<file path="src/logic/sse_pkg.sv">
// Constants shared by the sequence stack entry bank and its entry registers.
// Assumes an APB master with 32-bit data and byte addresses on an 8-bit bus.
package sse_pkg;

   // Word layout of one stack entry.
   localparam int SSE_WORD_W = 16;
   localparam int SSE_DIR_BIT = 15;
   localparam int SSE_ADDR_HI = 14;
   localparam int SSE_ADDR_LO = 9;
   localparam int SSE_RET_BIT = 8;
   localparam int SSE_CHB_HI = 7;
   localparam int SSE_CHB_LO = 4;
   localparam int SSE_CHA_HI = 3;
   localparam int SSE_CHA_LO = 0;
   localparam int SSE_LOW_W = 9;
   localparam int SSE_NUM_ENTRIES = 4;

   // Register indices; the byte address is four times the index.
   localparam logic [5:0] SSE_IDX_E28 = 6'h3c;
   localparam logic [5:0] SSE_IDX_E29 = 6'h3d;
   localparam logic [5:0] SSE_IDX_E30 = 6'h3e;
   localparam logic [5:0] SSE_IDX_E31 = 6'h3f;
   localparam logic [7:0] SSE_ADDR_E28 = {SSE_IDX_E28, 2'h0};
   localparam logic [7:0] SSE_ADDR_E29 = {SSE_IDX_E29, 2'h0};
   localparam logic [7:0] SSE_ADDR_E30 = {SSE_IDX_E30, 2'h0};
   localparam logic [7:0] SSE_ADDR_E31 = {SSE_IDX_E31, 2'h0};

   // Reset values.
   localparam logic [8:0] SSE_LOW_RST = 9'h000;
   localparam logic [15:0] SSE_RST_E28 = 16'h7800;
   localparam logic [15:0] SSE_RST_E29 = 16'h7a00;
   localparam logic [15:0] SSE_RST_E30 = 16'h7c00;
   localparam logic [15:0] SSE_RST_E31 = 16'h7e00;
   localparam logic [1:0] SSE_PTR_FIRST = 2'h0;
   localparam logic [31:0] SSE_RDATA_RST = 32'h0000_0000;

   typedef enum logic [0:0] {
      SSE_ST_IDLE = 1'b0,
      SSE_ST_CONV = 1'b1
   } sse_state_t;

endpackage

</file>
<file path="src/logic/sse_entry_if.sv">
// Carrier between the bank and one stack entry register.
// Assumes the bank drives the write strobe and data for one cycle per write.
`timescale 1ns/100ps
interface sse_entry_if;
   logic wr;
   logic [8:0] wdata;
   logic [15:0] word;

   modport store (input wr, input wdata, output word);
   modport ctl (output wr, output wdata, input word);
endinterface

</file>
<file path="src/logic/sse_bank.sv">
// Sequence stack entries 28 to 31 with an APB slave and the stepping sequencer.
// Assumes conv_start and conv_done are one-cycle pulses synchronous to pclk.
//
// Behaviour
// - Bit 15 set means write, clear means read.
// - Bits 14-9 must hold the entry's own address.
// - Return bit clear: step to next entry.
// - Return bit set: step back to first entry.
// - Bits 7-4 select converter B channel.
// - Bits 3-0 select converter A channel.
// - Reset reads own address, other bits zero.
// - Entries decoded at indices 0x3c to 0x3f.
// - Both converters sample their channels together.
//
// The APB register port is this design's own decision.
`timescale 1ns/100ps
module sse_bank (
   // Clock and reset.
   input wire logic pclk,
   input wire logic presetn,
   // APB slave.
   input wire logic psel,
   input wire logic penable,
   input wire logic pwrite,
   input wire logic [7:0] paddr,
   input wire logic [31:0] pwdata,
   output logic [31:0] prdata,
   output logic pready,
   output logic pslverr,
   // Conversion control.
   input wire logic conv_start,
   input wire logic conv_done,
   output logic sample_both,
   output logic [3:0] chan_a,
   output logic [3:0] chan_b,
   output logic conv_busy,
   output logic [1:0] active_entry
);
   import sse_pkg::*;

   sse_entry_if ent[SSE_NUM_ENTRIES] ();
   logic [15:0] word [SSE_NUM_ENTRIES];

   genvar gi;
   generate
      for (gi = 0; gi < SSE_NUM_ENTRIES; gi++) begin : g_ent
         sse_entry #(
            .SELF_ADDR(6'(SSE_IDX_E28 + 6'(gi)))
         ) u_entry (
            .pclk(pclk),
            .presetn(presetn),
            .port(ent[gi])
         );
         assign word[gi] = ent[gi].word;
      end
   endgenerate

   // Address decode.
   logic hit;
   logic [1:0] hit_idx;

   always_comb begin
      hit = 1'b0;
      hit_idx = 2'h0;
      if (paddr == SSE_ADDR_E28) begin
         hit = 1'b1;
         hit_idx = 2'h0;
      end else if (paddr == SSE_ADDR_E29) begin
         hit = 1'b1;
         hit_idx = 2'h1;
      end else if (paddr == SSE_ADDR_E30) begin
         hit = 1'b1;
         hit_idx = 2'h2;
      end else if (paddr == SSE_ADDR_E31) begin
         hit = 1'b1;
         hit_idx = 2'h3;
      end
   end

   logic setup;
   logic access;
   logic addr_ok;
   logic wr_frame;

   assign setup = psel && !penable;
   assign access = psel && penable && pready;
   // The self address equals the register index, so it is checked against paddr directly.
   assign addr_ok = (pwdata[SSE_ADDR_HI:SSE_ADDR_LO] == paddr[7:2]);
   assign wr_frame = pwdata[SSE_DIR_BIT];

   // Write strobes go to the entries only at the completing access edge.
   generate
      for (gi = 0; gi < SSE_NUM_ENTRIES; gi++) begin : g_wr
         assign ent[gi].wr = access && pwrite && hit && (hit_idx == 2'(gi))
                             && wr_frame && addr_ok;
         assign ent[gi].wdata = pwdata[SSE_RET_BIT:0];
      end
   endgenerate

   // APB answer: one access cycle, data and error prepared during setup.
   logic [31:0] next_prdata;
   logic next_pready;
   logic next_pslverr;

   always_comb begin
      next_prdata = prdata;
      next_pready = 1'b0;
      next_pslverr = 1'b0;
      if (setup) begin
         next_pready = 1'b1;
         next_prdata = SSE_RDATA_RST;
         if (!hit) begin
            next_pslverr = 1'b1;
         end else if (pwrite && !addr_ok) begin
            // A write that names another register is refused, never stored.
            next_pslverr = 1'b1;
         end else if (!pwrite) begin
            next_prdata = {16'h0000, word[hit_idx]};
         end
      end
   end

   always_ff @(posedge pclk or negedge presetn) begin
      if (!presetn) begin
         prdata <= SSE_RDATA_RST;
         pready <= 1'b0;
         pslverr <= 1'b0;
      end else begin
         prdata <= next_prdata;
         pready <= next_pready;
         pslverr <= next_pslverr;
      end
   end

   // Sequencer.
   sse_state_t state;
   sse_state_t next_state;
   logic [1:0] next_active_entry;
   logic [3:0] next_chan_a;
   logic [3:0] next_chan_b;
   logic next_sample_both;
   logic next_conv_busy;
   logic [15:0] cur_word;

   assign cur_word = word[active_entry];

   always_comb begin
      next_state = state;
      next_active_entry = active_entry;
      next_chan_a = chan_a;
      next_chan_b = chan_b;
      next_sample_both = 1'b0;
      next_conv_busy = conv_busy;
      case (state)
         SSE_ST_IDLE: begin
            if (conv_start) begin
               // Selections are frozen here, so a later step cannot disturb this conversion.
               next_chan_a = cur_word[SSE_CHA_HI:SSE_CHA_LO];
               next_chan_b = cur_word[SSE_CHB_HI:SSE_CHB_LO];
               next_sample_both = 1'b1;
               next_conv_busy = 1'b1;
               next_state = SSE_ST_CONV;
            end
         end
         SSE_ST_CONV: begin
            if (conv_done) begin
               if (cur_word[SSE_RET_BIT]) begin
                  next_active_entry = SSE_PTR_FIRST;
               end else begin
                  // Past entry 31 the pointer wraps to entry 28.
                  next_active_entry = 2'(active_entry + 2'h1);
               end
               next_conv_busy = 1'b0;
               next_state = SSE_ST_IDLE;
            end
         end
         default: begin
            next_state = SSE_ST_IDLE;
            next_conv_busy = 1'b0;
         end
      endcase
   end

   always_ff @(posedge pclk or negedge presetn) begin
      if (!presetn) begin
         state <= SSE_ST_IDLE;
         active_entry <= SSE_PTR_FIRST;
         chan_a <= 4'h0;
         chan_b <= 4'h0;
         sample_both <= 1'b0;
         conv_busy <= 1'b0;
      end else begin
         state <= next_state;
         active_entry <= next_active_entry;
         chan_a <= next_chan_a;
         chan_b <= next_chan_b;
         sample_both <= next_sample_both;
         conv_busy <= next_conv_busy;
      end
   end

   // Checks on the bus side.
   a_ready_pulse: assert property (@(posedge pclk) disable iff (!presetn)
      setup |=> pready ##1 !pready)
      else $error("answer not a single cycle");

   a_ready_cause: assert property (@(posedge pclk) disable iff (!presetn)
      pready |-> $past(setup))
      else $error("answer without a setup cycle");

   // The slave never inserts wait states, so every access cycle must complete.
   a_access_ready: assert property (@(posedge pclk) disable iff (!presetn)
      (psel && penable) |-> pready)
      else $error("access cycle without answer");

   a_err_with_ready: assert property (@(posedge pclk) disable iff (!presetn)
      pslverr |-> pready)
      else $error("error shown outside the answer cycle");

   a_unmapped_read: assert property (@(posedge pclk) disable iff (!presetn)
      (setup && !pwrite && !hit) |=> pslverr && prdata == SSE_RDATA_RST)
      else $error("unmapped read not refused");

   a_unmapped_write: assert property (@(posedge pclk) disable iff (!presetn)
      (setup && pwrite && !hit) |=> pslverr)
      else $error("unmapped write not refused");

   a_decode_top: assert property (@(posedge pclk) disable iff (!presetn)
      (setup && !pwrite && paddr == SSE_ADDR_E31)
      |=> pready && !pslverr && prdata[15:0] == word[3])
      else $error("entry 31 not decoded");

   // Read data is judged against the entry decoded in the setup cycle, as it stands in the answer cycle.
   a_read_data: assert property (@(posedge pclk) disable iff (!presetn)
      (setup && !pwrite && hit)
      |=> !pslverr && prdata == {16'h0000, word[$past(hit_idx)]})
      else $error("read data wrong");

   a_prdata_hold: assert property (@(posedge pclk) disable iff (!presetn)
      !setup |=> $stable(prdata))
      else $error("read data changed outside an answer");

   a_foreign_addr: assert property (@(posedge pclk) disable iff (!presetn)
      (access && pwrite && (pwdata[SSE_ADDR_HI:SSE_ADDR_LO] != paddr[7:2]))
      |-> pslverr)
      else $error("write with foreign address accepted");

   a_read_frame_kept: assert property (@(posedge pclk) disable iff (!presetn)
      (access && pwrite && hit && !pwdata[SSE_DIR_BIT] && hit_idx == 2'h0)
      |=> $stable(word[0]))
      else $error("read frame altered an entry");

   a_write_lands: assert property (@(posedge pclk) disable iff (!presetn)
      (access && pwrite && hit && wr_frame && addr_ok)
      |=> word[$past(hit_idx)][SSE_RET_BIT:0] == $past(pwdata[SSE_RET_BIT:0]))
      else $error("accepted write not stored");

   a_no_stray_write: assert property (@(posedge pclk) disable iff (!presetn)
      !(access && pwrite) |=> $stable(word[0]) && $stable(word[1])
                              && $stable(word[2]) && $stable(word[3]))
      else $error("entry changed without a write");

   a_other_entry_kept: assert property (@(posedge pclk) disable iff (!presetn)
      (access && pwrite && hit_idx != 2'h3) |=> $stable(word[3]))
      else $error("write reached the wrong entry");

   // The self address bits are fixed, so a store can never move an entry.
   a_fixed_bits: assert property (@(posedge pclk) disable iff (!presetn)
      word[0][SSE_DIR_BIT:SSE_ADDR_LO] == {1'b0, SSE_IDX_E28}
      && word[1][SSE_DIR_BIT:SSE_ADDR_LO] == {1'b0, SSE_IDX_E29}
      && word[2][SSE_DIR_BIT:SSE_ADDR_LO] == {1'b0, SSE_IDX_E30}
      && word[3][SSE_DIR_BIT:SSE_ADDR_LO] == {1'b0, SSE_IDX_E31})
      else $error("entry address bits wrong");

   a_reset_words: assert property (@(posedge pclk) disable iff (!presetn)
      $rose(presetn) |-> word[0] == SSE_RST_E28 && word[1] == SSE_RST_E29
                         && word[2] == SSE_RST_E30 && word[3] == SSE_RST_E31)
      else $error("entry reset value wrong");

   a_first_after_reset: assert property (@(posedge pclk) disable iff (!presetn)
      $rose(presetn) |-> active_entry == SSE_PTR_FIRST && !conv_busy && !pready)
      else $error("state not cleared by reset");

   // Checks on the sequencer.
   a_step_next: assert property (@(posedge pclk) disable iff (!presetn)
      (state == SSE_ST_CONV && conv_done && !cur_word[SSE_RET_BIT])
      |=> active_entry == 2'($past(active_entry) + 2'h1))
      else $error("sequencer did not advance");

   a_wrap_last: assert property (@(posedge pclk) disable iff (!presetn)
      (state == SSE_ST_CONV && conv_done && active_entry == 2'h3 && !cur_word[SSE_RET_BIT])
      |=> active_entry == SSE_PTR_FIRST)
      else $error("sequencer did not wrap after entry 31");

   // Between steps the pointer must hold, or the host would read a moving target.
   a_step_only_done: assert property (@(posedge pclk) disable iff (!presetn)
      !(state == SSE_ST_CONV && conv_done) |=> $stable(active_entry))
      else $error("sequencer stepped without a done");

   a_done_ends: assert property (@(posedge pclk) disable iff (!presetn)
      (state == SSE_ST_CONV && conv_done) |=> !conv_busy && !sample_both)
      else $error("conversion not ended by done");

   a_step_return: assert property (@(posedge pclk) disable iff (!presetn)
      (state == SSE_ST_CONV && conv_done && cur_word[SSE_RET_BIT])
      |=> (active_entry == SSE_PTR_FIRST) && !conv_busy)
      else $error("sequencer did not return");

   a_chan_b_src: assert property (@(posedge pclk) disable iff (!presetn)
      (state == SSE_ST_IDLE && conv_start)
      |=> sample_both && chan_b == $past(cur_word[SSE_CHB_HI:SSE_CHB_LO]))
      else $error("converter B channel wrong");

   a_chan_a_src: assert property (@(posedge pclk) disable iff (!presetn)
      (state == SSE_ST_IDLE && conv_start)
      |=> sample_both && chan_a == $past(cur_word[SSE_CHA_HI:SSE_CHA_LO]))
      else $error("converter A channel wrong");

   // A second pulse in one conversion would pair results from two instants.
   a_pair_pulse: assert property (@(posedge pclk) disable iff (!presetn)
      sample_both |-> conv_busy ##1 !sample_both)
      else $error("sample pulse malformed");

   a_pulse_source: assert property (@(posedge pclk) disable iff (!presetn)
      sample_both |-> $past(state == SSE_ST_IDLE && conv_start))
      else $error("sample pulse without a start");

   a_busy_rise: assert property (@(posedge pclk) disable iff (!presetn)
      $rose(conv_busy) |-> sample_both)
      else $error("conversion began without sampling");

   a_idle_quiet: assert property (@(posedge pclk) disable iff (!presetn)
      (state == SSE_ST_IDLE && !conv_start) |=> !conv_busy && !sample_both)
      else $error("sampling while idle");

   // Selections must not drift between conversions either.
   a_idle_steady: assert property (@(posedge pclk) disable iff (!presetn)
      (state == SSE_ST_IDLE && !conv_start) |=> $stable(chan_a) && $stable(chan_b))
      else $error("selection changed while idle");

   a_sel_held: assert property (@(posedge pclk) disable iff (!presetn)
      (conv_busy && $past(conv_busy)) |-> $stable(chan_a) && $stable(chan_b))
      else $error("selection changed during conversion");

endmodule

</file>
<file path="src/logic/sse_entry.sv">
// One sequence stack entry: stored low fields plus its fixed self address.
// Assumes the bank qualifies every write before raising the strobe.
`timescale 1ns/100ps
module sse_entry #(
   parameter logic [5:0] SELF_ADDR = 6'h3c
) (
   // Clock and reset.
   input wire logic pclk,
   input wire logic presetn,
   // Link to the bank.
   sse_entry_if.store port
);
   import sse_pkg::*;

   logic [8:0] low;
   logic [8:0] next_low;

   always_comb begin
      next_low = low;
      if (port.wr) begin
         next_low = port.wdata;
      end
   end

   always_ff @(posedge pclk or negedge presetn) begin
      if (!presetn) begin
         low <= SSE_LOW_RST;
      end else begin
         low <= next_low;
      end
   end

   // The direction bit reads as zero, so a readback never looks like a write frame.
   assign port.word = {1'b0, SELF_ADDR, low};
endmodule

</file>
<file path="config.mk">
export PLATFORM = sky130hd
export DESIGN_NAME = sse_bank
export DESIGN_NICKNAME = d
export VERILOG_FILES = /design/src/logic/sse_pkg.sv /design/src/logic/sse_entry_if.sv /design/src/logic/sse_bank.sv /design/src/logic/sse_entry.sv
export SDC_FILE = /design/constraint.sdc
export NUM_CORES = 1
export LEC_CHECK = 0
export CAP_MARGIN = 20
export CORE_UTILIZATION = 40
export DETAILED_ROUTE_END_ITERATION = 12
export DONT_BUFFER_PORTS = 1
export SETUP_SLACK_MARGIN = 0.1
export SYNTH_ARGS = -nofsm -noshare
export SYNTH_HDL_FRONTEND = slang
export SYNTH_SLANG_ARGS = --single-unit
</file>
<file path="constraint.sdc">
create_clock -name pclk -period 2.6 [get_ports pclk]
set_clock_uncertainty 0.15 [all_clocks]
set_input_delay 0.13 -clock pclk [delete_from_list [all_inputs] [get_ports pclk]]
set_output_delay 0.13 -clock pclk [all_outputs]
set_load 0.1 [all_outputs]
</file>
# Word-level counts from Yosys, hierarchy flattened

Cells that the tools add are included.

Input bits: 47
Word-level logic and storage cells: 82
Output and inout port bits: 46
Register bits after elaboration: 83

Reductions and logical operators: 24
Multiplexer cells: 29
Bitwise operators: 3
Order comparisons: 2
Add/sub/neg operators: 1
Equality and inequality tests: 10

Operator list:

| operator                                                        | count |
|---|---|
| 16-bit two-way mux                                              | 5 |
| 16-bit binary-select mux with 2-bit select                      | 2 |
| 8-bit == test, second input constant                            | 4 |
| 1-bit logical AND                                               | 18 |
| 9-bit two-way mux                                               | 2 |
| 1-bit two-way mux                                               | 13 |
| 2-bit two-way mux                                               | 5 |
| 6-bit == test                                                   | 1 |
| 3-bit >= comparator, second input constant                      | 2 |
| 2-bit NOT with 3-bit output                                     | 2 |
| 2-bit AND reduction                                             | 3 |
| 2-bit == test, second input constant                            | 2 |
| 2-bit != test, second input constant                            | 2 |
| 1-bit case mux with 2 select lines                              | 2 |
| 2-bit by 1-bit adder with 2-bit output, second input constant   | 1 |
| 2-bit by 1-bit == test with 1-bit output, second input constant | 1 |
| 1-bit zero test                                                 | 2 |
| 2-bit zero test                                                 | 1 |
| 1-bit NOT                                                       | 1 |

# Logic depth before layout (Yosys ltp)

Word-level depth: 12
Mapped depth: 6

# Cells and area by module

Synthesis repeated with hierarchy kept, for this count alone.

Cells, all modules: 297
Area total of the unflattened synthesis: 3901.2 um2

Modules (own cells, without submodules):

| module    | cells an instance | area each (um2) | times used |
|---|---|---|---|
| sse_bank  | 185               | 2174.6          | 1 |
| sse_entry | 28                | 431.7           | 4 |

# Least setup slack after synthesis

Ideal clock, no wire load.

Kind: register -> register
Start point: register pready
End point: register g_ent[1].u_entry.low[0]
Slack: 0.067 ns
Arrival time: 2.258 ns
Clock period less this slack: 2.533 ns
Buffers on the path: 0
Required time: 2.325 ns
Setup time: 0.125 ns
Stages on the path, launching flop included: 4
Path through: dfrtp_1 nand4_2 nor4_4 mux2_2

Longest elaborated chain between the ends: 6

RTL lines:

| what                           | RTL line        | text |
|---|---|---|
| start: declaration             | sse_bank.sv:28  | `output logic pready,` |
| start signal: assignment       | sse_bank.sv:130 | `pready <= next_pready;` |
| 1-bit logical AND              | sse_bank.sv:86  | `assign access = psel && penable && pready;` |
| 1-bit logical AND (3 in a row) | sse_bank.sv:94  | `assign ent[gi].wr = access && pwrite && hit && (hit_idx == 2'(gi))` |
| 1-bit logical AND (2 in a row) | sse_bank.sv:95  | `&& wr_frame && addr_ok;` |
| end signal: assignment         | sse_entry.sv:29 | `low <= next_low;` |
| end: declaration               | sse_entry.sv:15 | `logic [8:0] low;` |

No other way between the ends.
A chain may end at the register's enable or synchronous reset.

# Final worst setup path

Start point: input psel
End point: register prdata[1]

Longest elaborated chain between the ends: 1

RTL lines:

| what                   | RTL line        | text |
|---|---|---|
| start: declaration     | sse_bank.sv:22  | `input wire logic psel,` |
| 1-bit logical AND      | sse_bank.sv:85  | `assign setup = psel && !penable;` |
| end signal: assignment | sse_bank.sv:129 | `prdata <= next_prdata;` |
| end: declaration       | sse_bank.sv:27  | `output logic [31:0] prdata,` |

No other way between the ends.

==> results_dict.tcl <==
set metrics [dict create \
    status "finished clean" \
    cp.arrival_ns 2.41 \
    final_core_util_pct 49.8 \
    min_period_ns 2.30 \
    grt_max_degree 64 \
    cts_max_level 3 \
    antenna_found_initial 0 \
    areaGrowthSynthToFinish_pct 20.1 \
    numCtsBuffers 9 \
    synth_edf_count 0 \
    cts.repair.resized 0 \
    grt_usage_pct 18.6 \
    syn_area_mm2 0.00320 \
    grt_pass1_wl_um 11700 \
    die-area_mm2 0.00837 \
    detail_route.wl_per_cell_um 17.3 \
    synth_cells 253 \
    drt_iter0_markers 71 \
    dp_hpwl_um 4500 \
    path_cells "dlygate4sd3_1 -> nand2b_1 -> dlygate4sd3_1 -> nor4_1 -> nand2_1 -> o211ai_1" \
    ant_nets 0 \
    diodes 0 \
    final-setup-viol-count 0 \
    critPathMaxFanout 10 \
    gp_congestion 0.790 \
    rsz0062_at_grt "no" \
    nets 343 \
    totalPowerFinal_w 0.00245 \
    syn_area_per_cell_um2 12.7 \
    clkTransAtPathRegs_ns 0.07 \
    drc 0 \
    power_leakage_nw 1.84 \
    die_h_um 91.5 \
    cts.sinks 63 \
    drv_cap 0 \
    cp_slowest_cell "dlygate4sd3_1" \
    synth_seq_cells 63 \
    async_flop_share_pct 100 \
    first_global_vias 2215 \
    synth.distinct_cells 39 \
    io_buffers 0 \
    cp_common_cell "dlygate4sd3_1" \
    p_per_area_mw_per_mm2 637 \
    ctsHoldBuffers 20 \
    endpoint_kind "register" \
    num_rows 32 \
    min_path_type "in -> reg" \
    dieWidth_um 91.5 \
    crit_family "buffers and inverters" \
    cp.required_ns 2.70 \
    slew_viol_final 0 \
    core_area_mm2 0.00773 \
    gr-total-overflow 0 \
    place_area_mm2 0.00342 \
    ys_warn_count 0 \
    post_cts_buffers 0 \
    final_common_cell "dfrtp_1" \
    vdd_ir_drop_max_v 0.000418 \
    vias_per_cell 5.23 \
    critPathKind "in -> reg" \
    postLayoutCellArea_mm2 0.00385 \
    finalSetupTns_ns 0 \
    pin_count 93 \
    tightest_slew_ns 0.917 \
    cts_root_buffer "clkbuf_8" \
    slew-limit-headroom_pct 38.9 \
    yosys_most_used_dff "dfrtp_1" \
    insertion_delay_ns 0.34 \
    dr.pass1.iters 4 \
    start_util_pct 41.5 \
    period_share_pct 88.6 \
    drive_above_1_share_pct 34.2 \
    cts_tree "built" \
    yosysSeqAreaShare_pct 49.2 \
    layout.cells.most_common_list "dfrtp_1, mux2_2, buf_4" \
    finalHoldViolations 0 \
    start_kind "input pin" \
    crit_buf_inv 2 \
    vias 2106 \
    max_freq_mhz 434 \
    wl_um 6980 \
    clock_path_buffers 2 \
    slowest_delay_ns 0.56 \
]
## cells in the mapped netlist, types with 2 or more instances
| cell | instances | share of area (%) |
|---|---|---|
| dfrtp_1 | 63 | 49 |
| mux2_2 | 40 | 14 |
| buf_4 | 20 | 4.7 |
| nand2_1 | 19 | 2.2 |
| o21ai_0 | 12 | 1.9 |
| a21boi_0 | 9 | 2.1 |
| and3_1 | 9 | 1.8 |
| mux2i_1 | 9 | 2.8 |
| o211ai_1 | 9 | 2.1 |
| mux4_2 | 8 | 5.6 |
| clkbuf_1 | 6 | 0.70 |
| xnor2_1 | 5 | 1.4 |
| mux2_1 | 4 | 1.4 |
| nor2_1 | 4 | 0.47 |
| buf_1 | 3 | 0.35 |
| inv_1 | 3 | 0.35 |
| nor4_4 | 3 | 2.0 |
| a21o_1 | 2 | 0.47 |
| and4_1 | 2 | 0.55 |
| nand2b_1 | 2 | 0.39 |
| nand4_2 | 2 | 0.78 |
| nor2b_1 | 2 | 0.39 |
## worst reg2reg max path, stage by stage, from the launching register on
cell and delay [ns]:
dfrtp_2 0.36, nand4_2 0.23, nor4_4 0.47, buf_4 0.27, mux2_2 0.34
## worst paths after layout
| path | startpoint | to | slack, ns | cells after the start |
|---|---|---|---|---|
| max reg2reg | pready | g_ent[2].u_entry.low[0] | 0.66 | 4 |
| max | psel | prdata[1] | 0.30 | 6 |
| min in group asynchronous | presetn | chan_b[3] | 0.17 | 2 |
| max in group asynchronous | presetn | prdata[13] | 1.84 | 2 |
| min | paddr[0] | prdata[13] | 0.03 | 3 |
| min reg2reg | prdata[10] | prdata[10] | 0.32 | 2 |
## routing by layer
layer / part of all wire (%) / GRT usage [%] / vias up
li1: - / - / 976
met1: 44 / 23.1 / 1056
met2: 49 / 29.6 / 59
met3: 5.3 / 4.69 / 15
met4: 2.2 / 9.79 / 0
met5: 0 / 0 / -
## registers in the layout, summed over array words and instances, names as in the netlist
register	flops
g_ent.u_entry.low	36
prdata	12
chan_a	4
chan_b	4
active_entry	2
conv_busy	1
pready	1
pslverr	1
sample_both	1
state	1
## cells by family (layout without fill, tap and decap cells)
logic type	Yosys count	after routing	share of synthesized area (%)
mux	61	61	23.9
buf+inv	33	65	6.25
simple gates	52	52	10.9
flops	63	63	49.2
other cells	1	17	0.117
compound gates	37	37	7.73
xor+xnor	6	6	1.87
## layout make-up
type,count,area [um^2]
tap,102,128
sequential,63,1580
clock buffer,13,169
fill,695,3880
multi-input combinational,173,1490
inverter,3,11.3
clock inverter,3,40.0
timing repair buffer,46,425
## where the power goes
group          total (W)  switching [W]  internal, W
clock network   0.000901       0.000382     0.000519
registers        0.00109      0.0000945      0.00100
logic           0.000454       0.000332     0.000122
## per-stage QoR
stage               instances  hold slack, ns  setup WS, ns
floorplan                 269          -0.316         0.140
global placement          367          -0.314         0.546
detailed placement        367          -0.314         0.529
CTS                       403          0.0133         0.328
global route              403          0.0364         0.185
finish                    403          0.0286         0.296
Power figures use the tool's default switching activity.
